===== src/design/wake_seq_pkg.sv =====
// shared constants for the startup wake sequencer
package wake_seq_pkg;
    localparam int unsigned CLK_HZ          = 100_000_000;
    localparam int unsigned MS_PER_SEC      = 1000;
    localparam int unsigned CYC_PER_MS      = CLK_HZ / MS_PER_SEC;
    // stage times in ms after the wake event, the normal-mode evaluation period and the ms counter width
    localparam int unsigned T_REG_MS        = 20;
    localparam int unsigned T_INIT_MS       = 23;
    localparam int unsigned T_DONE_SLOW_MS  = 88;
    localparam int unsigned T_DONE_FAST_MS  = 58;
    localparam int unsigned T_FULL_SLOW_MS  = 221;
    localparam int unsigned T_FULL_FAST_MS  = 129;
    localparam int unsigned T_SW_SLOW_MS    = 282;
    localparam int unsigned T_SW_FAST_MS    = 284;
    localparam int unsigned T_EVAL_MS       = 250;
    localparam int unsigned MS_W            = 10;
    // flag bit positions (status, enable, clear, alarm map)
    localparam int unsigned FLG_INIT        = 0;
    localparam int unsigned FLG_DONE        = 1;
    localparam int unsigned FLG_SCAN        = 2;
    localparam int unsigned FLG_FULL        = 3;
    localparam int unsigned FLG_SW          = 4;
    localparam int unsigned NFLG            = 5;
    // register offsets
    localparam logic [3:0] A_STATUS         = 4'h0;
    localparam logic [3:0] A_CLEAR          = 4'h1;
    localparam logic [3:0] A_IRQ_EN         = 4'h2;
    localparam logic [3:0] A_ALARM_MAP      = 4'h3;
    localparam logic [3:0] A_CONFIG         = 4'h4;
    localparam logic [3:0] A_STATE          = 4'h5;
    localparam logic [7:0] RST_ALARM_MAP    = 8'h00;
    localparam logic [7:0] RST_CONFIG       = 8'h00;
    localparam logic [7:0] RST_IRQ_EN       = 8'h00;
    // config bits
    localparam int unsigned CFG_FAST        = 0;
    localparam int unsigned CFG_AUTO_SW     = 1;
    localparam int unsigned CFG_AUTO_REG    = 2;
endpackage


===== src/design/wake_seq.sv =====
// startup wake sequencer: shutdown to normal mode with progress flags
module wake_seq #(
    parameter int unsigned CYC_PER_MS = wake_seq_pkg::CYC_PER_MS
) (
    // clock and reset
    input  wire logic       CLK,
    input  wire logic       SYS_RST,
    // wake pins
    input  wire logic       THERM_TWO_IN,
    input  wire logic       LOAD_SENSE_IN,
    // measurement ready from the converter side
    input  wire logic       SWITCH_OK,
    // register port
    input  wire logic [3:0] ADDR,
    input  wire logic [7:0] WDATA,
    input  wire logic       WR,
    input  wire logic       RD,
    output logic      [7:0] RDATA,
    // outputs
    output logic            AUX_REG_ON,
    output logic            SWITCH_EN,
    output logic            NORMAL_MODE,
    output logic            ALARM_OUT,
    output logic            ALARM_OE,
    output logic            IRQ
);
    typedef enum logic [5:0] {
        S_SHUT = 6'h01,
        S_INIT = 6'h02,
        S_CONV = 6'h04,
        S_SCAN = 6'h08,
        S_WAIT = 6'h10,
        S_NORM = 6'h20
    } state_e;

    localparam int unsigned NF = wake_seq_pkg::NFLG;

    state_e                          state_q;
    logic [wake_seq_pkg::MS_W-1:0]   ms_q;
    logic [wake_seq_pkg::MS_W-1:0]   eval_q;
    logic                            tick;
    logic                            wake;
    logic                            fast;
    logic [7:0]                      cfg_q;
    logic [7:0]                      map_q;
    logic [NF-1:0]                   flag_q;
    logic [NF-1:0]                   sts_q;
    logic [NF-1:0]                   ien_q;
    logic [NF-1:0]                   ev;
    logic [wake_seq_pkg::MS_W-1:0]   t_done;
    logic [wake_seq_pkg::MS_W-1:0]   t_full;
    logic [wake_seq_pkg::MS_W-1:0]   t_sw;

    initial begin
        if (CYC_PER_MS < 2) $error("wake_seq needs at least two cycles per ms");
    end

    assign wake   = (state_q == S_SHUT) && (!THERM_TWO_IN || LOAD_SENSE_IN);
    assign fast   = cfg_q[wake_seq_pkg::CFG_FAST];
    // stage times picked by the fast conversion setting
    assign t_done = fast ? wake_seq_pkg::MS_W'(wake_seq_pkg::T_DONE_FAST_MS)
                         : wake_seq_pkg::MS_W'(wake_seq_pkg::T_DONE_SLOW_MS);
    assign t_full = fast ? wake_seq_pkg::MS_W'(wake_seq_pkg::T_FULL_FAST_MS)
                         : wake_seq_pkg::MS_W'(wake_seq_pkg::T_FULL_SLOW_MS);
    assign t_sw   = fast ? wake_seq_pkg::MS_W'(wake_seq_pkg::T_SW_FAST_MS)
                         : wake_seq_pkg::MS_W'(wake_seq_pkg::T_SW_SLOW_MS);

    ms_tick #(.CYCLES(CYC_PER_MS)) u_tick (
        .CLK     (CLK),
        .SYS_RST (SYS_RST),
        .clr     (wake),
        .tick    (tick)
    );

    // elapsed ms since wake, zero at the wake instant
    always_ff @(posedge CLK) begin
        if (SYS_RST || wake) begin
            ms_q <= '0;
        end else if (tick && state_q != S_NORM && state_q != S_SHUT) begin
            ms_q <= ms_q + 1'b1;
        end
    end

    // stage machine
    always_ff @(posedge CLK) begin
        if (SYS_RST) begin
            state_q <= S_SHUT;
        end else begin
            case (state_q)
                S_SHUT: begin
                    if (wake) state_q <= S_INIT;
                end
                S_INIT: begin
                    if (ms_q == wake_seq_pkg::MS_W'(wake_seq_pkg::T_INIT_MS)) state_q <= S_CONV;
                end
                S_CONV: begin
                    if (ms_q == t_done) state_q <= S_SCAN;
                end
                S_SCAN: begin
                    if (ms_q == t_full) state_q <= S_WAIT;
                end
                S_WAIT: begin
                    if (ms_q == t_sw) state_q <= S_NORM;
                end
                S_NORM: begin
                    state_q <= S_NORM;
                end
                default: begin
                    state_q <= S_SHUT;
                end
            endcase
        end
    end

    // hardware flag events, one cycle each
    always_comb begin
        ev = '0;
        ev[wake_seq_pkg::FLG_INIT] = (state_q == S_INIT)
                                     && ms_q == wake_seq_pkg::MS_W'(wake_seq_pkg::T_INIT_MS);
        ev[wake_seq_pkg::FLG_DONE] = (state_q == S_CONV) && ms_q == t_done;
        ev[wake_seq_pkg::FLG_SCAN] = (state_q == S_CONV) && ms_q == t_done;
        ev[wake_seq_pkg::FLG_FULL] = (state_q == S_SCAN) && ms_q == t_full;
        ev[wake_seq_pkg::FLG_SW]   = (state_q == S_WAIT) && ms_q == t_sw
                                     && cfg_q[wake_seq_pkg::CFG_AUTO_SW];
    end

    // progress flags stay set until SYS_RST
    always_ff @(posedge CLK) begin
        if (SYS_RST) begin
            flag_q <= '0;
        end else begin
            flag_q <= flag_q | ev;
        end
    end

    // sticky status; a set in the same cycle beats a clear
    generate
        for (genvar i = 0; i < NF; i++) begin : g_sts
            always_ff @(posedge CLK) begin
                if (SYS_RST) begin
                    sts_q[i] <= 1'b0;
                end else if (ev[i]) begin
                    sts_q[i] <= 1'b1;
                end else if (WR && ADDR == wake_seq_pkg::A_CLEAR && WDATA[i]) begin
                    sts_q[i] <= 1'b0;
                end
            end
        end
    endgenerate

    // software registers
    always_ff @(posedge CLK) begin
        if (SYS_RST) begin
            cfg_q <= wake_seq_pkg::RST_CONFIG;
            map_q <= wake_seq_pkg::RST_ALARM_MAP;
            ien_q <= wake_seq_pkg::RST_IRQ_EN[NF-1:0];
        end else if (WR) begin
            case (ADDR)
                wake_seq_pkg::A_CONFIG:    cfg_q <= WDATA;
                wake_seq_pkg::A_ALARM_MAP: map_q <= WDATA;
                wake_seq_pkg::A_IRQ_EN:    ien_q <= WDATA[NF-1:0];
                default: begin
                end
            endcase
        end
    end

    always_ff @(posedge CLK) begin
        if (SYS_RST) begin
            RDATA <= 8'h00;
        end else if (RD) begin
            case (ADDR)
                wake_seq_pkg::A_STATUS:    RDATA <= {3'h0, sts_q};
                wake_seq_pkg::A_IRQ_EN:    RDATA <= {3'h0, ien_q};
                wake_seq_pkg::A_ALARM_MAP: RDATA <= map_q;
                wake_seq_pkg::A_CONFIG:    RDATA <= cfg_q;
                wake_seq_pkg::A_STATE:     RDATA <= {2'h0, state_q};
                default:                   RDATA <= 8'h00;
            endcase
        end else begin
            RDATA <= 8'h00;
        end
    end

    // regulator: fixed 20 ms whatever the conversion speed
    always_ff @(posedge CLK) begin
        if (SYS_RST) begin
            AUX_REG_ON <= 1'b0;
        end else if (state_q != S_SHUT && cfg_q[wake_seq_pkg::CFG_AUTO_REG]
                     && ms_q >= wake_seq_pkg::MS_W'(wake_seq_pkg::T_REG_MS)) begin
            AUX_REG_ON <= 1'b1;
        end
    end

    // periodic evaluation in normal mode; data ready earlier waits for the slot
    always_ff @(posedge CLK) begin
        if (SYS_RST || state_q != S_NORM) begin
            eval_q <= '0;
        end else if (tick) begin
            eval_q <= (eval_q == wake_seq_pkg::MS_W'(wake_seq_pkg::T_EVAL_MS - 1))
                      ? '0 : eval_q + 1'b1;
        end
    end

    always_ff @(posedge CLK) begin
        if (SYS_RST || !cfg_q[wake_seq_pkg::CFG_AUTO_SW]) begin
            SWITCH_EN <= 1'b0;
        end else if (ev[wake_seq_pkg::FLG_SW]) begin
            SWITCH_EN <= 1'b1;
        end else if (state_q == S_NORM && tick
                     && eval_q == wake_seq_pkg::MS_W'(wake_seq_pkg::T_EVAL_MS - 1)) begin
            SWITCH_EN <= SWITCH_OK;
        end
    end

    always_ff @(posedge CLK) begin
        if (SYS_RST) begin
            NORMAL_MODE <= 1'b0;
            ALARM_OUT   <= 1'b0;
            ALARM_OE    <= 1'b0;
            IRQ         <= 1'b0;
        end else begin
            NORMAL_MODE <= (state_q == S_NORM);
            ALARM_OUT   <= 1'b0;
            ALARM_OE    <= |(flag_q & map_q[NF-1:0]);
            IRQ         <= |(sts_q & ien_q);
        end
    end
endmodule


===== src/design/ms_tick.sv =====
// millisecond enable divider
module ms_tick #(
    parameter int unsigned CYCLES = 100_000
) (
    // clock and reset
    input  wire logic CLK,
    input  wire logic SYS_RST,
    // restart and tick
    input  wire logic clr,
    output logic      tick
);
    localparam int unsigned W = $clog2(CYCLES);
    logic [W-1:0] cnt_q;

    initial begin
        if (CYCLES < 2) $error("ms_tick needs at least two cycles");
    end

    always_ff @(posedge CLK) begin
        if (SYS_RST || clr) begin
            cnt_q <= '0;
            tick  <= 1'b0;
        end else if (cnt_q == W'(CYCLES - 1)) begin
            cnt_q <= '0;
            tick  <= 1'b1;
        end else begin
            cnt_q <= cnt_q + 1'b1;
            tick  <= 1'b0;
        end
    end
endmodule


===== config.mk =====
export PLATFORM = sky130hd
export DESIGN_NAME = wake_seq
export DESIGN_NICKNAME = d
export VERILOG_FILES = /design/src/design/wake_seq_pkg.sv /design/src/design/wake_seq.sv /design/src/design/ms_tick.sv
export SDC_FILE = /design/constraint.sdc
export NUM_CORES = 1
export LEC_CHECK = 0
export BUFFER_PORTS_ARGS = -buffer_cell sky130_fd_sc_hd__buf_2
export CORE_UTILIZATION = 40
export DETAILED_ROUTE_END_ITERATION = 6
export GPL_TIMING_DRIVEN = 0
export SYNTH_ARGS = -nofsm -noshare
export SYNTH_HDL_FRONTEND = slang
export SYNTH_HIERARCHICAL = 1
export SYNTH_SLANG_ARGS = --single-unit

===== constraint.sdc =====
create_clock -name CLK -period 5 [get_ports CLK]
set_clock_uncertainty 0.2 [all_clocks]
set_input_delay 0.25 -clock CLK [delete_from_list [all_inputs] [get_ports CLK]]
set_output_delay 0.25 -clock CLK [all_outputs]
set_load 0.005 [all_outputs]

==> metrics.csv <==
metric,value,unit
post-cts-setup-buffers,0,
yosys-top-cells-area,"dfxtp_1 (44%), a21oi_1 (6.0%), nor2_1 (5.4%)",
ctsRootBufferMaster,clkbuf_8,
finalSetupViolCount,0,
crit_chain,"or4_1, nor4_2, o22ai_1, nor3_4, mux2_1",
start_util,40.9,%
diodes,0,
layout.nets,542,
grt_overflow_total,0,
hold_start,SWITCH_OK,
path_clk_slew,0.08,ns
io_pins,33,
min_path_cells,3,
cp.required,5.05,ns
max-slew-margin-rel,31.6,%
cts.sinks,88,
grt_setup_unrepaired,false,
worstMarginPinSlew,1.01,ns
worstPathArrival,2.54,ns
synth_nets,492,
dr.pass1.iters,5,
fp.dieH,102,um
grt_pass1_vias,3164,
critical-path-top-delay-family,simple AND/OR/NAND/NOR gates,
crit_path_max_fanout,7,
avgSynthCellArea,8.53,um2
vdd_drop_max,176,uV
drt_iter0_markers,243,
reg2regPathDepth,5,
cp-end-kind,flip-flop,
htreeDepth,3,
cp-start-kind,flip-flop,
cts_tree,yes,
syn_inst,467,
coreArea,9730,um2
final_max_slew_viol_count,0,
dieArea,10400,um2
drc_errors,0,
nFillCells,1011,
synth_cell_types,53,
period_minus_slack,2.49,ns
slowest_stage,or4_1,
multi_input_area,2090,um2
seqCellArea,1760,um2
hpwl,6.87,mm
hold_violations,0,
r2r_end,state_q[1]$_SDFFE_PP0P_,
worstHoldPathType,primary input to flip-flop,
fin_crit_sh,49.9,%
syn_to_final_growth,14.5,%
drtAntennaViolNets,0,
wl,9.44,mm
clock_path_buffers,2,
seq_area_frac_synth,44.2,%
hold_end,SWITCH_EN$_SDFFE_PP0P_,
reg2reg_from,ms_q[5]$_SDFFE_PP0P_,
die_w,102,um
yosysTopAreaCell,dfxtp_1,
path_class,flip-flop to flip-flop,
power,0.00126,W
routedWlPerCell,14.4,um
cts_inserted_buffers,9,
antenna_found_initial,0,
synth-seq-cells,88,
p_per_area,276,nW/um2
grt_pass1_wl,15.4,mm
cts_resized,0,
max_freq,0.401,GHz
viasPerCell,5.32,
tns,0,ns
rows,36,
grt_max_degree,14,
yosysWarnings,6,
r2r_slack,2.51,ns
ys_dominant_reg_cell,dfxtp_1,
gp_congestion,0.847,
critical_path_buf_inv_count,0,
p_leak,1.47,nW
maxCapViolCount,0,
grt_usage,19.3,%
netlist_area,3980,um2
drive_gt1_share,11.5,%
synthArstFlopShare,0,%
clk_latency,0.36,ns
outcome,finished clean,
synth_edf_count,0,
critPathMaxStageDelay,0.61,ns
synth_top_area_share,44.2,%
io_buffer_count,30,
vias,3482,
cp-startpoint,ms_q[5]$_SDFFE_PP0P_,
==> worst reg2reg max path, delay by kind of cell, from the launching register on <==
family | cells | cell delay, ns
AO/OA/AOI/OAI | 1 | 0.21
AND/OR/NAND/NOR | 3 | 1.24
flip-flops | 1 | 0.39
multiplexers | 1 | 0.35
==> flip-flops by register name, indices dropped and copies added, names as in the netlist <==
register and flops:
cfg_q 8, ms_q 10, eval_q 10, flag_q 5
ien_q 5, sts_q 5, AUX_REG_ON 1, map_q 8
IRQ 1, NORMAL_MODE 1, state_q 6, ALARM_OE 1
u_tick/cnt_q 17, SWITCH_EN 1, u_tick/tick 1, RDATA 8
==> logic make-up (layout without fill, tap and decap cells) <==
kind of cell	Yosys count	after routing	share of synthesized area [%]
xor+xnor	29	29	6.38
buf+inv	33	87	3.42
mux	5	5	1.35
simple gates	222	222	29.3
other cells	1	1	0.0941
fa+ha+maj	6	6	1.88
compound gates	83	83	13.3
flops	88	88	44.2
==> worst max-delay path by stage <==
stage | to | slack (ns) | depth (start not counted)
floorplan | state_q[1]$_SDFFE_PP0P_ | 2.76 | 6
global placement | state_q[4]$_SDFFE_PP0P_ | 2.57 | 6
detailed placement | state_q[1]$_SDFFE_PP0P_ | 2.53 | 6
CTS | state_q[1]$_SDFFE_PP0P_ | 2.51 | 6
global route | state_q[1]$_SDFFE_PP0P_ | 2.38 | 6
finish | state_q[1]$_SDFFE_PP0P_ | 2.51 | 5
==> layout make-up <==
type,instances,area share [%]
clock buffers,12,3.40
plain buffers,21,2.00
clock inverters,3,0.384
multi-input cells,346,45.7
flip-flops and latches,88,38.6
well taps,133,3.65
repair buffers,39,5.26
inverters,12,0.987
==> synthesized netlist by cell type (all sizes together) (7+ instances only) <==
master,number
nand2,51
nand4,11
clkbuf,17
nand3,32
a222oi,8
a21oi,48
inv,12
nor2,57
xnor2,19
dfxtp,88
nand2b,7
xor2,10
a22oi,9
nor4,9
nor3,14
==> metal layers <==
layer	part of all wire [%]	vias up	global-route usage (%)
met5	0	-	0
met4	1.2	0	6.35
met3	3.9	9	4.28
met2	46	63	31.2
met1	49	1645	25.6
li1	-	1765	-
==> timing repair <==
| item | CTS | global route |
|---|---|---|
| hold buffers | 9 | 0 |
| endpoints found under the setup margin | 0 | 0 |
| hold endpoints to repair | 22 | 0 |
==> placed cells by master (no fill, tap or decap), drive strengths merged, types with 2 or more instances in the layout <==
cell,instances
o22ai,4
nand2,51
dfxtp,88
or4,3
nand2b,7
and4,2
xor2,10
dlygate4sd3,9
nand4bb,2
o21ai,6
nor2,57
nor2b,4
xnor2,19
nand3b,2
clkinv,2
inv,12
mux2i,2
or3,4
and3,2
nand4b,6
nor4,9
nand4,11
nand3,32
or4b,2
a211oi,3
mux2,3
buf,34
ha,6
a222oi,8
nor3,14
a21oi,48
a22oi,9
clkbuf,29
nor4b,5
or2,5
==> stage by stage <==
step,setup WS (ns),cells,hold WS (ns),area (um2),util (%)
final,2.51,654,0.0310,4560,46.9
after global routing,2.38,654,0.0624,4560,46.9
after CTS,2.51,654,0.0245,4560,46.9
after detailed placement,2.53,630,0.245,4300,44.2
after global placement,2.57,630,0.236,4300,44.2
after floorplan,2.76,467,0.127,3980,-
==> report_power, final <==
part           switching [W]  internal [W]  total [W]
sequential         0.0000100      0.000708   0.000718
combinational      0.0000560     0.0000342  0.0000902
clock               0.000248      0.000204   0.000452
(Power assumes the default switching activity.)
